<file path="src/eof_consts.vh">
// constants for the operand format and alignment block
// assumes a 32-bit ahb-lite register bus and one core clock
`ifndef EOF_CONSTS_VH
`define EOF_CONSTS_VH

// register byte offsets
`define EOF_OFF_CTRL 8'h00
`define EOF_OFF_BASE 8'h04
`define EOF_OFF_STATUS 8'h08
`define EOF_OFF_IMM 8'h0c
`define EOF_OFF_VEC0 8'h10
`define EOF_OFF_VEC3 8'h1c
`define EOF_OFF_FLT0 8'h20
`define EOF_OFF_FLT3 8'h2c
`define EOF_OFF_TSTATE 8'h30
`define EOF_OFF_EXCPTR 8'h34
`define EOF_OFF_TCMD 8'h38
`define EOF_OFF_IP 8'h3c
`define EOF_OFF_CHKADDR 8'h40
`define EOF_OFF_SAVEDIP 8'h44

// operand type codes
`define EOF_TY_UD 4'h0
`define EOF_TY_D 4'h1
`define EOF_TY_UW 4'h2
`define EOF_TY_W 4'h3
`define EOF_TY_UB 4'h4
`define EOF_TY_B 4'h5
`define EOF_TY_F 4'h6
`define EOF_TY_HALF 4'h7
`define EOF_TY_QW 4'h8
`define EOF_TY_DQ 4'h9
`define EOF_TY_QQ 4'ha

// control register fields
`define EOF_CTRL_TYPE_LSB 0
`define EOF_CTRL_IDX_LSB 8
`define EOF_CTRL_RESET 32'h0000_0000

// status bits
`define EOF_ST_ALIGN 0
`define EOF_ST_HALF 1
`define EOF_ST_LASTOK 2
`define EOF_ST_ACTIVE 3
`define EOF_ST_EXC 4

// thread command bits
`define EOF_CMD_DISPATCH 0
`define EOF_CMD_SEND 1
`define EOF_CMD_END 2
`define EOF_CMD_EXC 3
`define EOF_CMD_SLOT_LSB 4

// thread state fields
`define EOF_TS_SLOT_LSB 0
`define EOF_TS_UNIT_LSB 2
`define EOF_TS_MASK_LSB 8

// instruction step in bytes
`define EOF_INSTR_BYTES 32'h0000_0010

`endif

</file>
<file path="src/eof_vf_expand.v">
// one restricted 8-bit float to single precision
// assumes a purely combinational use by the owning block
`timescale 1ns/1ps
module eof_vf_expand (
  tinyFloat,
  singleFloat
);
  input wire [7:0] tinyFloat;
  output wire [31:0] singleFloat;

  wire sign;
  wire [2:0] exp3;
  wire [3:0] frac;
  wire isZero;
  wire [7:0] exp8;

  assign sign = tinyFloat[7];
  assign exp3 = tinyFloat[6:4];
  assign frac = tinyFloat[3:0];
  // implied one even at exponent zero, so only zero exponent and fraction is zero, either sign
  assign isZero = (exp3 == 3'h0) && (frac == 4'h0);
  // bias 3 to 127: top bit copied, then five inverted copies of it, low two bits kept
  assign exp8 = {exp3[2], {5{~exp3[2]}}, exp3[1:0]};
  assign singleFloat = isZero ? {sign, 31'h0000_0000} : {sign, exp8, frac, 19'h00000};
endmodule

</file>
<file path="src/eof_top.v">
// operand format, alignment check and thread state block
// assumes an ahb-lite master on ref_clk and core side signals on the same clock
//
// Local design decisions: the AHB-Lite interface to the registers and the register offsets.
`timescale 1ns/1ps
`include "eof_consts.vh"

module eof_top #(
  parameter MASK_WIDTH = 8
) (
  ref_clk,
  resetn,
  hsel,
  haddr,
  htrans,
  hwrite,
  hsize,
  hready,
  hwdata,
  hreadyout,
  hrdata,
  hresp,
  unitLocation,
  dispatcherMask,
  exceptionHandlerPointer,
  instrRetire,
  accessOk,
  accessErr,
  checkedAddr,
  threadActive,
  threadEnded,
  jumpValid,
  jumpTarget
);
  input wire ref_clk;
  input wire resetn;
  input wire hsel;
  input wire [31:0] haddr;
  input wire [1:0] htrans;
  input wire hwrite;
  input wire [2:0] hsize;
  input wire hready;
  input wire [31:0] hwdata;
  output wire hreadyout;
  output reg [31:0] hrdata;
  output wire hresp;
  input wire [3:0] unitLocation;
  input wire [MASK_WIDTH-1:0] dispatcherMask;
  input wire [31:0] exceptionHandlerPointer;
  input wire instrRetire;
  output reg accessOk;
  output reg accessErr;
  output reg [31:0] checkedAddr;
  output reg threadActive;
  output reg threadEnded;
  output reg jumpValid;
  output reg [31:0] jumpTarget;

  //////////////////////////////////////////////////////////////////////////////
  // bus slave: zero wait states, read data registered in the address phase
  // hsize is not decoded: only whole-word transfers are expected here

  reg wrPend_reg;
  reg [7:0] wrAddr_reg;
  reg [31:0] ctrl_reg;
  reg [31:0] base_reg;
  reg [31:0] imm_reg;
  reg [31:0] ip_reg;
  reg [31:0] savedIp_reg;
  reg [1:0] slot_reg;
  reg [3:0] unit_reg;
  reg [3:0] unitSync1_reg;
  reg [3:0] unitSync2_reg;
  reg checkPend_reg;
  reg alignErr_reg;
  reg halfErr_reg;
  reg lastOk_reg;
  reg excSeen_reg;
  reg [31:0] rdData_next;
  wire addrPhase;
  wire wrStrobe;
  wire [31:0] statusWord;
  wire [31:0] threadState;

  assign hreadyout = 1'b1;
  assign hresp = 1'b0;
  assign addrPhase = hsel && hready && htrans[1];
  assign wrStrobe = wrPend_reg && hready;

  always @(posedge ref_clk or negedge resetn) begin
    if (!resetn) begin
      wrPend_reg <= 1'b0;
      wrAddr_reg <= 8'h00;
      hrdata <= 32'h0000_0000;
    end else begin
      if (hready) begin
        wrPend_reg <= addrPhase && hwrite;
        wrAddr_reg <= haddr[7:0];
      end
      if (addrPhase && !hwrite) begin
        hrdata <= rdData_next;
      end
    end
  end

  //////////////////////////////////////////////////////////////////////////////
  // packed immediate vectors
  // both views are decoded live from the one stored immediate

  wire [127:0] wordVec;
  wire [127:0] floatVec;
  genvar gi;
  generate
    for (gi = 0; gi < 8; gi = gi + 1) begin : g_int
      // element gi sits at bits 4gi+3..4gi, lowest element rightmost
      assign wordVec[16*gi +: 16] = {{12{imm_reg[4*gi+3]}}, imm_reg[4*gi +: 4]};
    end
    for (gi = 0; gi < 4; gi = gi + 1) begin : g_flt
      eof_vf_expand u_vf (
        .tinyFloat(imm_reg[8*gi +: 8]),
        .singleFloat(floatVec[32*gi +: 32])
      );
    end
  endgenerate

  //////////////////////////////////////////////////////////////////////////////
  // register read mux

  assign statusWord = {27'h0000000, excSeen_reg, threadActive, lastOk_reg,
                       halfErr_reg, alignErr_reg};
  // read-only view of the thread identity and mask
  assign threadState = {{(24-MASK_WIDTH){1'b0}}, dispatcherMask, 2'b00, unit_reg,
                        slot_reg};

  // unmapped offsets and the write-only command word read as zero
  always @* begin
    rdData_next = 32'h0000_0000;
    case (haddr[7:0])
      `EOF_OFF_CTRL: rdData_next = ctrl_reg;
      `EOF_OFF_BASE: rdData_next = base_reg;
      `EOF_OFF_STATUS: rdData_next = statusWord;
      `EOF_OFF_IMM: rdData_next = imm_reg;
      8'h10: rdData_next = wordVec[31:0];
      8'h14: rdData_next = wordVec[63:32];
      8'h18: rdData_next = wordVec[95:64];
      `EOF_OFF_VEC3: rdData_next = wordVec[127:96];
      `EOF_OFF_FLT0: rdData_next = floatVec[31:0];
      8'h24: rdData_next = floatVec[63:32];
      8'h28: rdData_next = floatVec[95:64];
      `EOF_OFF_FLT3: rdData_next = floatVec[127:96];
      `EOF_OFF_TSTATE: rdData_next = threadState;
      `EOF_OFF_EXCPTR: rdData_next = exceptionHandlerPointer;
      `EOF_OFF_IP: rdData_next = ip_reg;
      `EOF_OFF_CHKADDR: rdData_next = checkedAddr;
      `EOF_OFF_SAVEDIP: rdData_next = savedIp_reg;
      default: rdData_next = 32'h0000_0000;
    endcase
  end

  //////////////////////////////////////////////////////////////////////////////
  // element size decode and alignment check

  reg [2:0] sizeLog;
  reg typeValid;
  wire [3:0] typeCode;
  wire [7:0] elemIndex;
  wire [31:0] elemOffset;
  wire [31:0] elemAddr;
  wire [31:0] alignMask;
  wire isHalf;
  wire misaligned;
  wire checkNow;

  assign typeCode = ctrl_reg[`EOF_CTRL_TYPE_LSB +: 4];
  assign elemIndex = ctrl_reg[`EOF_CTRL_IDX_LSB +: 8];

  always @* begin
    sizeLog = 3'h0;
    typeValid = 1'b1;
    case (typeCode)
      `EOF_TY_UB, `EOF_TY_B: sizeLog = 3'h0;
      `EOF_TY_UW, `EOF_TY_W: sizeLog = 3'h1;
      `EOF_TY_UD, `EOF_TY_D, `EOF_TY_F: sizeLog = 3'h2;
      `EOF_TY_QW: sizeLog = 3'h3;
      `EOF_TY_DQ: sizeLog = 3'h4;
      `EOF_TY_QQ: sizeLog = 3'h5;
      default: typeValid = 1'b0;
    endcase
  end

  // element 0 sits at the region origin, higher ones step leftward
  assign elemOffset = {24'h000000, elemIndex} << sizeLog;
  assign elemAddr = base_reg + elemOffset;
  assign alignMask = ~(32'hffff_ffff << sizeLog);
  assign isHalf = (typeCode == `EOF_TY_HALF);
  assign misaligned = ((elemAddr & alignMask) != 32'h0000_0000) || !typeValid;
  assign checkNow = wrStrobe && (wrAddr_reg == `EOF_OFF_BASE);

  //////////////////////////////////////////////////////////////////////////////
  // configuration registers and check results

  wire clrStatus;
  assign clrStatus = wrStrobe && (wrAddr_reg == `EOF_OFF_STATUS);

  always @(posedge ref_clk or negedge resetn) begin
    if (!resetn) begin
      ctrl_reg <= `EOF_CTRL_RESET;
      base_reg <= 32'h0000_0000;
      imm_reg <= 32'h0000_0000;
      checkedAddr <= 32'h0000_0000;
      accessOk <= 1'b0;
      accessErr <= 1'b0;
      alignErr_reg <= 1'b0;
      halfErr_reg <= 1'b0;
      lastOk_reg <= 1'b0;
    end else begin
      accessOk <= 1'b0;
      accessErr <= 1'b0;
      if (wrStrobe && (wrAddr_reg == `EOF_OFF_CTRL)) begin
        ctrl_reg <= {16'h0000, hwdata[15:0]};
      end
      if (wrStrobe && (wrAddr_reg == `EOF_OFF_IMM)) begin
        imm_reg <= hwdata;
      end
      if (checkNow) begin
        base_reg <= hwdata;
      end
      // write one to clear, a same-cycle new error wins
      if (clrStatus && hwdata[`EOF_ST_ALIGN]) begin
        alignErr_reg <= 1'b0;
      end
      if (clrStatus && hwdata[`EOF_ST_HALF]) begin
        halfErr_reg <= 1'b0;
      end
      if (checkPend_reg) begin
        checkedAddr <= elemAddr;
        if (isHalf) begin
          halfErr_reg <= 1'b1;
          accessErr <= 1'b1;
          lastOk_reg <= 1'b0;
        end else if (misaligned) begin
          alignErr_reg <= 1'b1;
          accessErr <= 1'b1;
          lastOk_reg <= 1'b0;
        end else begin
          accessOk <= 1'b1;
          lastOk_reg <= 1'b1;
        end
      end
    end
  end

  // check runs the cycle after the base write, on the stored address
  always @(posedge ref_clk or negedge resetn) begin
    if (!resetn) begin
      checkPend_reg <= 1'b0;
    end else begin
      checkPend_reg <= checkNow;
    end
  end

  //////////////////////////////////////////////////////////////////////////////
  // thread life cycle and exception jump

  wire cmdWrite;
  wire doDispatch;
  wire doEnd;
  wire doExc;

  assign cmdWrite = wrStrobe && (wrAddr_reg == `EOF_OFF_TCMD);
  assign doDispatch = cmdWrite && hwdata[`EOF_CMD_DISPATCH] && !threadActive;
  assign doEnd = cmdWrite && hwdata[`EOF_CMD_SEND] && hwdata[`EOF_CMD_END] &&
                 threadActive;
  // end beats an exception raised in the same command write
  assign doExc = cmdWrite && hwdata[`EOF_CMD_EXC] && threadActive && !doEnd;

  always @(posedge ref_clk or negedge resetn) begin
    if (!resetn) begin
      unitSync1_reg <= 4'h0;
      unitSync2_reg <= 4'h0;
      unit_reg <= 4'h0;
    end else begin
      // strap is a pin: two flops first; it is static, so its bits cannot tear
      unitSync1_reg <= unitLocation;
      unitSync2_reg <= unitSync1_reg;
      unit_reg <= unitSync2_reg;
    end
  end

  always @(posedge ref_clk or negedge resetn) begin
    if (!resetn) begin
      threadActive <= 1'b0;
      threadEnded <= 1'b0;
      slot_reg <= 2'h0;
      ip_reg <= 32'h0000_0000;
      savedIp_reg <= 32'h0000_0000;
      jumpValid <= 1'b0;
      jumpTarget <= 32'h0000_0000;
      excSeen_reg <= 1'b0;
    end else begin
      threadEnded <= 1'b0;
      jumpValid <= 1'b0;
      if (clrStatus && hwdata[`EOF_ST_EXC]) begin
        excSeen_reg <= 1'b0;
      end
      if (doDispatch) begin
        threadActive <= 1'b1;
        slot_reg <= hwdata[`EOF_CMD_SLOT_LSB +: 2];
        ip_reg <= 32'h0000_0000;
      end else if (doEnd) begin
        threadActive <= 1'b0;
        threadEnded <= 1'b1;
      end else if (doExc) begin
        // bookkeeping first: the interrupted pointer is kept
        savedIp_reg <= ip_reg;
        ip_reg <= exceptionHandlerPointer;
        jumpTarget <= exceptionHandlerPointer;
        jumpValid <= 1'b1;
        excSeen_reg <= 1'b1;
      end else if (instrRetire && threadActive) begin
        ip_reg <= ip_reg + `EOF_INSTR_BYTES;
      end
    end
  end
endmodule

</file>
<file path="config.mk">
export PLATFORM = sky130hd
export DESIGN_NAME = eof_top
export DESIGN_NICKNAME = d
export VERILOG_FILES = /design/src/eof_vf_expand.v /design/src/eof_top.v
export VERILOG_INCLUDE_DIRS = /design/src
export SDC_FILE = /design/constraint.sdc
export NUM_CORES = 1
export LEC_CHECK = 0
export BUFFER_PORTS_ARGS = -buffer_cell sky130_fd_sc_hd__buf_4
export CORE_AREA = 2 2 122 243
export CTS_BUF_LIST = sky130_fd_sc_hd__clkbuf_8
export DETAILED_ROUTE_END_ITERATION = 12
export DIE_AREA = 0 0 124 245
export GPL_TIMING_DRIVEN = 0
export HOLD_SLACK_MARGIN = 0.06
export PLACE_DENSITY = 0.79
export RECOVER_POWER = 50
export REMOVE_ABC_BUFFERS = 1
export SETUP_SLACK_MARGIN = 0.4
export SYNTH_ARGS = -nofsm -noshare
export SYNTH_HDL_FRONTEND = slang
export SYNTH_HIERARCHICAL = 1
export SYNTH_SLANG_ARGS = --single-unit
</file>
<file path="constraint.sdc">
create_clock -name ref_clk -period 4.6 [get_ports ref_clk]
set_clock_uncertainty 0.05 [all_clocks]
set_input_delay 0.69 -clock ref_clk [delete_from_list [all_inputs] [get_ports ref_clk]]
set_output_delay 0.69 -clock ref_clk [all_outputs]
set_load 0.02 [all_outputs]
</file>
==> flow_metrics.py <==
metrics = {
    "outcome": {
        "run_status": "finished with violations",
        "violations": "capacitance limit, slew limit",
    },
    "floorplanning": {
        "num_rows": 88,
        "start_util_pct": 58.9,
        "die_w_microns": 124,
        "coreArea_sq_mm": 0.0286,
        "io_pins": 222,
        "die_area_sq_mm": 0.0304,
        "die_y_microns": 245,
    },
    "routing": {
        "drc_errors": 0,
        "wl_per_cell_microns": 25.6,
        "drt_iter0_markers": 1919,
        "ant_nets": 0,
        "routed_wl_microns": 59100,
        "route.vias.total": 15300,
        "routed_via_density": 6.64,
        "firstDrtPassIters": 6,
    },
    "yosys": {
        "synth_top_area_share_pct": 40.5,
        "async_flop_share_pct": 100,
        "synth_edf_count": 0,
        "synth_flop_cell": "dfrtp_1",
        "yosys_warnings": 6,
        "synth_area_leaders": "dfrtp_1 41%, mux2_2 7.2%, nand2_1 6.9%",
        "postSynthCellCount": 1845,
        "syn_area_sq_mm": 0.0169,
        "ys_seq_elements": 273,
        "ys_top_cells_by_count": "308 x nand2_1, 273 x dfrtp_1, 132 x o21ai_0, 110 x buf_4, 108 x mux2_2",
        "synth_top_cell_by_area": "dfrtp_1",
        "synth_most_common_cell": "nand2_1",
        "syn_avg_cell_area_sq_um": 9.14,
        "synth_seq_area_share_pct": 40.5,
        "ys_types": 94,
    },
    "sta": {
        "tns_ps": 0,
        "worst_pin_slew_ps": 1980,
        "fmax_mhz": 250,
        "finalSetupViolCount": 0,
        "slew_headroom_pct": -32.1,
        "drv_slew": 278,
        "fin_crit_ps": 4000,
        "hold_violations": 0,
        "finalCritPeriodShare_pct": 87.0,
        "grt_setup_unrepaired": "false",
        "timing.final.ws_setup_ps": 598,
        "hold_ws_ps": 193,
    },
    "cts": {
        "clock_sinks": 273,
        "clk_latency_ps": 590,
        "clkTransAtPathRegs_ps": 70,
        "cts_made_buffers": 40,
        "htree_levels": 2,
        "cts_tree": "yes",
        "clk_path_buf_depth": 3,
        "cts_root_buf": "clkbuf_8",
        "cts_hold_buf": 0,
    },
    "finish": {
        "fillers": 2486,
        "seqCellArea_sq_mm": 0.00683,
        "drive_gt1_share_pct": 19.8,
        "multi_input_area_sq_mm": 0.00881,
        "n_antenna_cell": 0,
        "synthToLayoutAreaGrowth_pct": 10.2,
        "fin_nets": 2060,
    },
    "power_and_ir_drop": {
        "p_clk_share_pct": 39.0,
        "pwr-share-comb_pct": 11.3,
        "power_density_mw_per_mm2": 273,
        "ir_drop_mv": 0.281,
        "p_int_mw": 3.65,
        "pwr-share-seq_pct": 49.7,
        "p_leak_nw": 8.55,
        "switching_power_mw": 1.42,
        "swShare_pct": 28.0,
    },
    "setup_path": {
        "regToRegSetupSlack_ps": 600,
        "worstSetupPathType": "flop to flop",
        "arrival_ps": 4440,
        "worstSetupStartpointType": "flop",
        "crit_required_ps": 5040,
        "cp_max_fo": 17,
        "end_kind": "flop",
    },
    "placed_design": {
        "dp_slack_ps": 267,
        "portBuffers": 191,
        "dpl.hpwl_microns": 41900,
        "place_congestion": 1.02,
    },
    "global_route": {
        "grt-ovfl-total": 0,
        "grtUsageTotal_pct": 39.3,
        "grt_max_degree": 123,
        "grt_pass1_wl_microns": 88500,
        "antenna_found_initial": 0,
        "grt_pass1_vias": 14400,
    },
    "worst_hold_path": {
        "hold_class": "input port to flop",
    },
    "flow_run": {
        "cap_violations": 3,
    },
}
cell usage in the layout (no fill, tap or decap), types with 13 or more instances in the layout:
cell type	synthesis	layout
a211oi_1	15	14
a22o_1	27	27
o21ai_0	132	131
nor2_1	93	93
conb_1	6	80
buf_4	110	161
o22ai_1	24	24
nor4_1	15	15
clkbuf_8	0	47
o21ai_1	14	15
and2_1	14	14
nand2_1	308	308
mux2_2	108	108
inv_1	26	39
mux2i_1	58	58
dfrtp_1	273	271
nand4_1	13	13
nand3_1	41	41
clkbuf_1	78	26
a22oi_1	49	49
a31oi_1	23	23
a21oi_1	63	61
a32oi_1	16	16
nor3_1	26	26
and3_1	21	21
ha_1	16	16
timing repair:
action | CTS | global route
pin swaps | 1 | 1
gates resized for setup | 1 | 4
setup buffers | 0 | 1
endpoints found under the setup margin | 15 | 19
worst max-delay path: stages, from the launching register on:
cell	delay [ps]
dfrtp_1	630
nor2_1	140
a211oi_4	330
buf_12	170
mux2i_1	270
mux2i_1	150
mux2_2	300
ha_1	360
nand4_1	110
nor2_1	210
a21oi_1	170
a21o_2	340
or4_1	490
a31oi_1	180
layer usage:
metal,global-route usage (%),vias up,routed length [microns]
li1,-,6663,-
met1,48.5,7315,20700
met2,58.4,1046,26100
met3,6.69,325,5440
met4,34.4,0,6830
met5,0,-,0
area by class of cell:
class | count | area share (%)
clock buffer | 47 | 3.48
inverter | 29 | 0.600
tap | 360 | 2.43
sequential | 273 | 36.8
multi-input combinational | 1371 | 47.5
clock inverter | 21 | 0.627
timing repair buffer | 209 | 8.60
power by group through the flow:
stage / Combinational [mW] / Sequential (mW) / Clock, mW
4_1_cts: 0.562 / 2.51 / 1.99
2_1_floorplan: 0.243 / 2.55 / 0
3_5_place_dp: 0.559 / 2.56 / 0
5_1_grt: 0.610 / 2.52 / 2.10
3_3_place_gp: 0.535 / 2.55 / 0
6_report: 0.572 / 2.52 / 1.97
kinds of logic after synthesis:
group	synth area share (%)
compound gates	18.8
xor+xnor	0.520
fa+ha+maj	1.31
buf+inv	9.28
flops	40.5
mux	11.7
other cells	0.134
simple gates	17.8
worst paths after layout:
kind / from / end / cells past startpoint
hold reg to reg: unitSync2_reg[3]$_DFF_PN0_ / unit_reg[3]$_DFF_PN0_ / 0
min in group asynchronous: resetn / jumpTarget[23]$_DFFE_PN0P_ / 1
max in group asynchronous: resetn / ctrl_reg[1]$_DFFE_PN0P_ / 2
hold / removal: unitLocation[0] / unitSync1_reg[0]$_DFF_PN0_ / 1
setup reg to reg: ctrl_reg[3]$_DFFE_PN0P_ / checkedAddr[31]$_DFFE_PN0P_ / 13
setup / recovery: ctrl_reg[3]$_DFFE_PN0P_ / checkedAddr[31]$_DFFE_PN0P_ / 13
stage by stage:
stage	instances	cell area, sq um	utilization [%]	power, mW
6_report	2310	18600	64.9	5.06
5_1_grt	2310	18600	64.9	5.23
4_1_cts	2309	18700	65.3	5.06
3_5_place_dp	2241	17900	62.6	3.11
3_3_place_gp	2224	17600	61.4	3.09
2_1_floorplan	1673	15700	-	2.79
No activity file was read; power rests on OpenSTA's default activity.
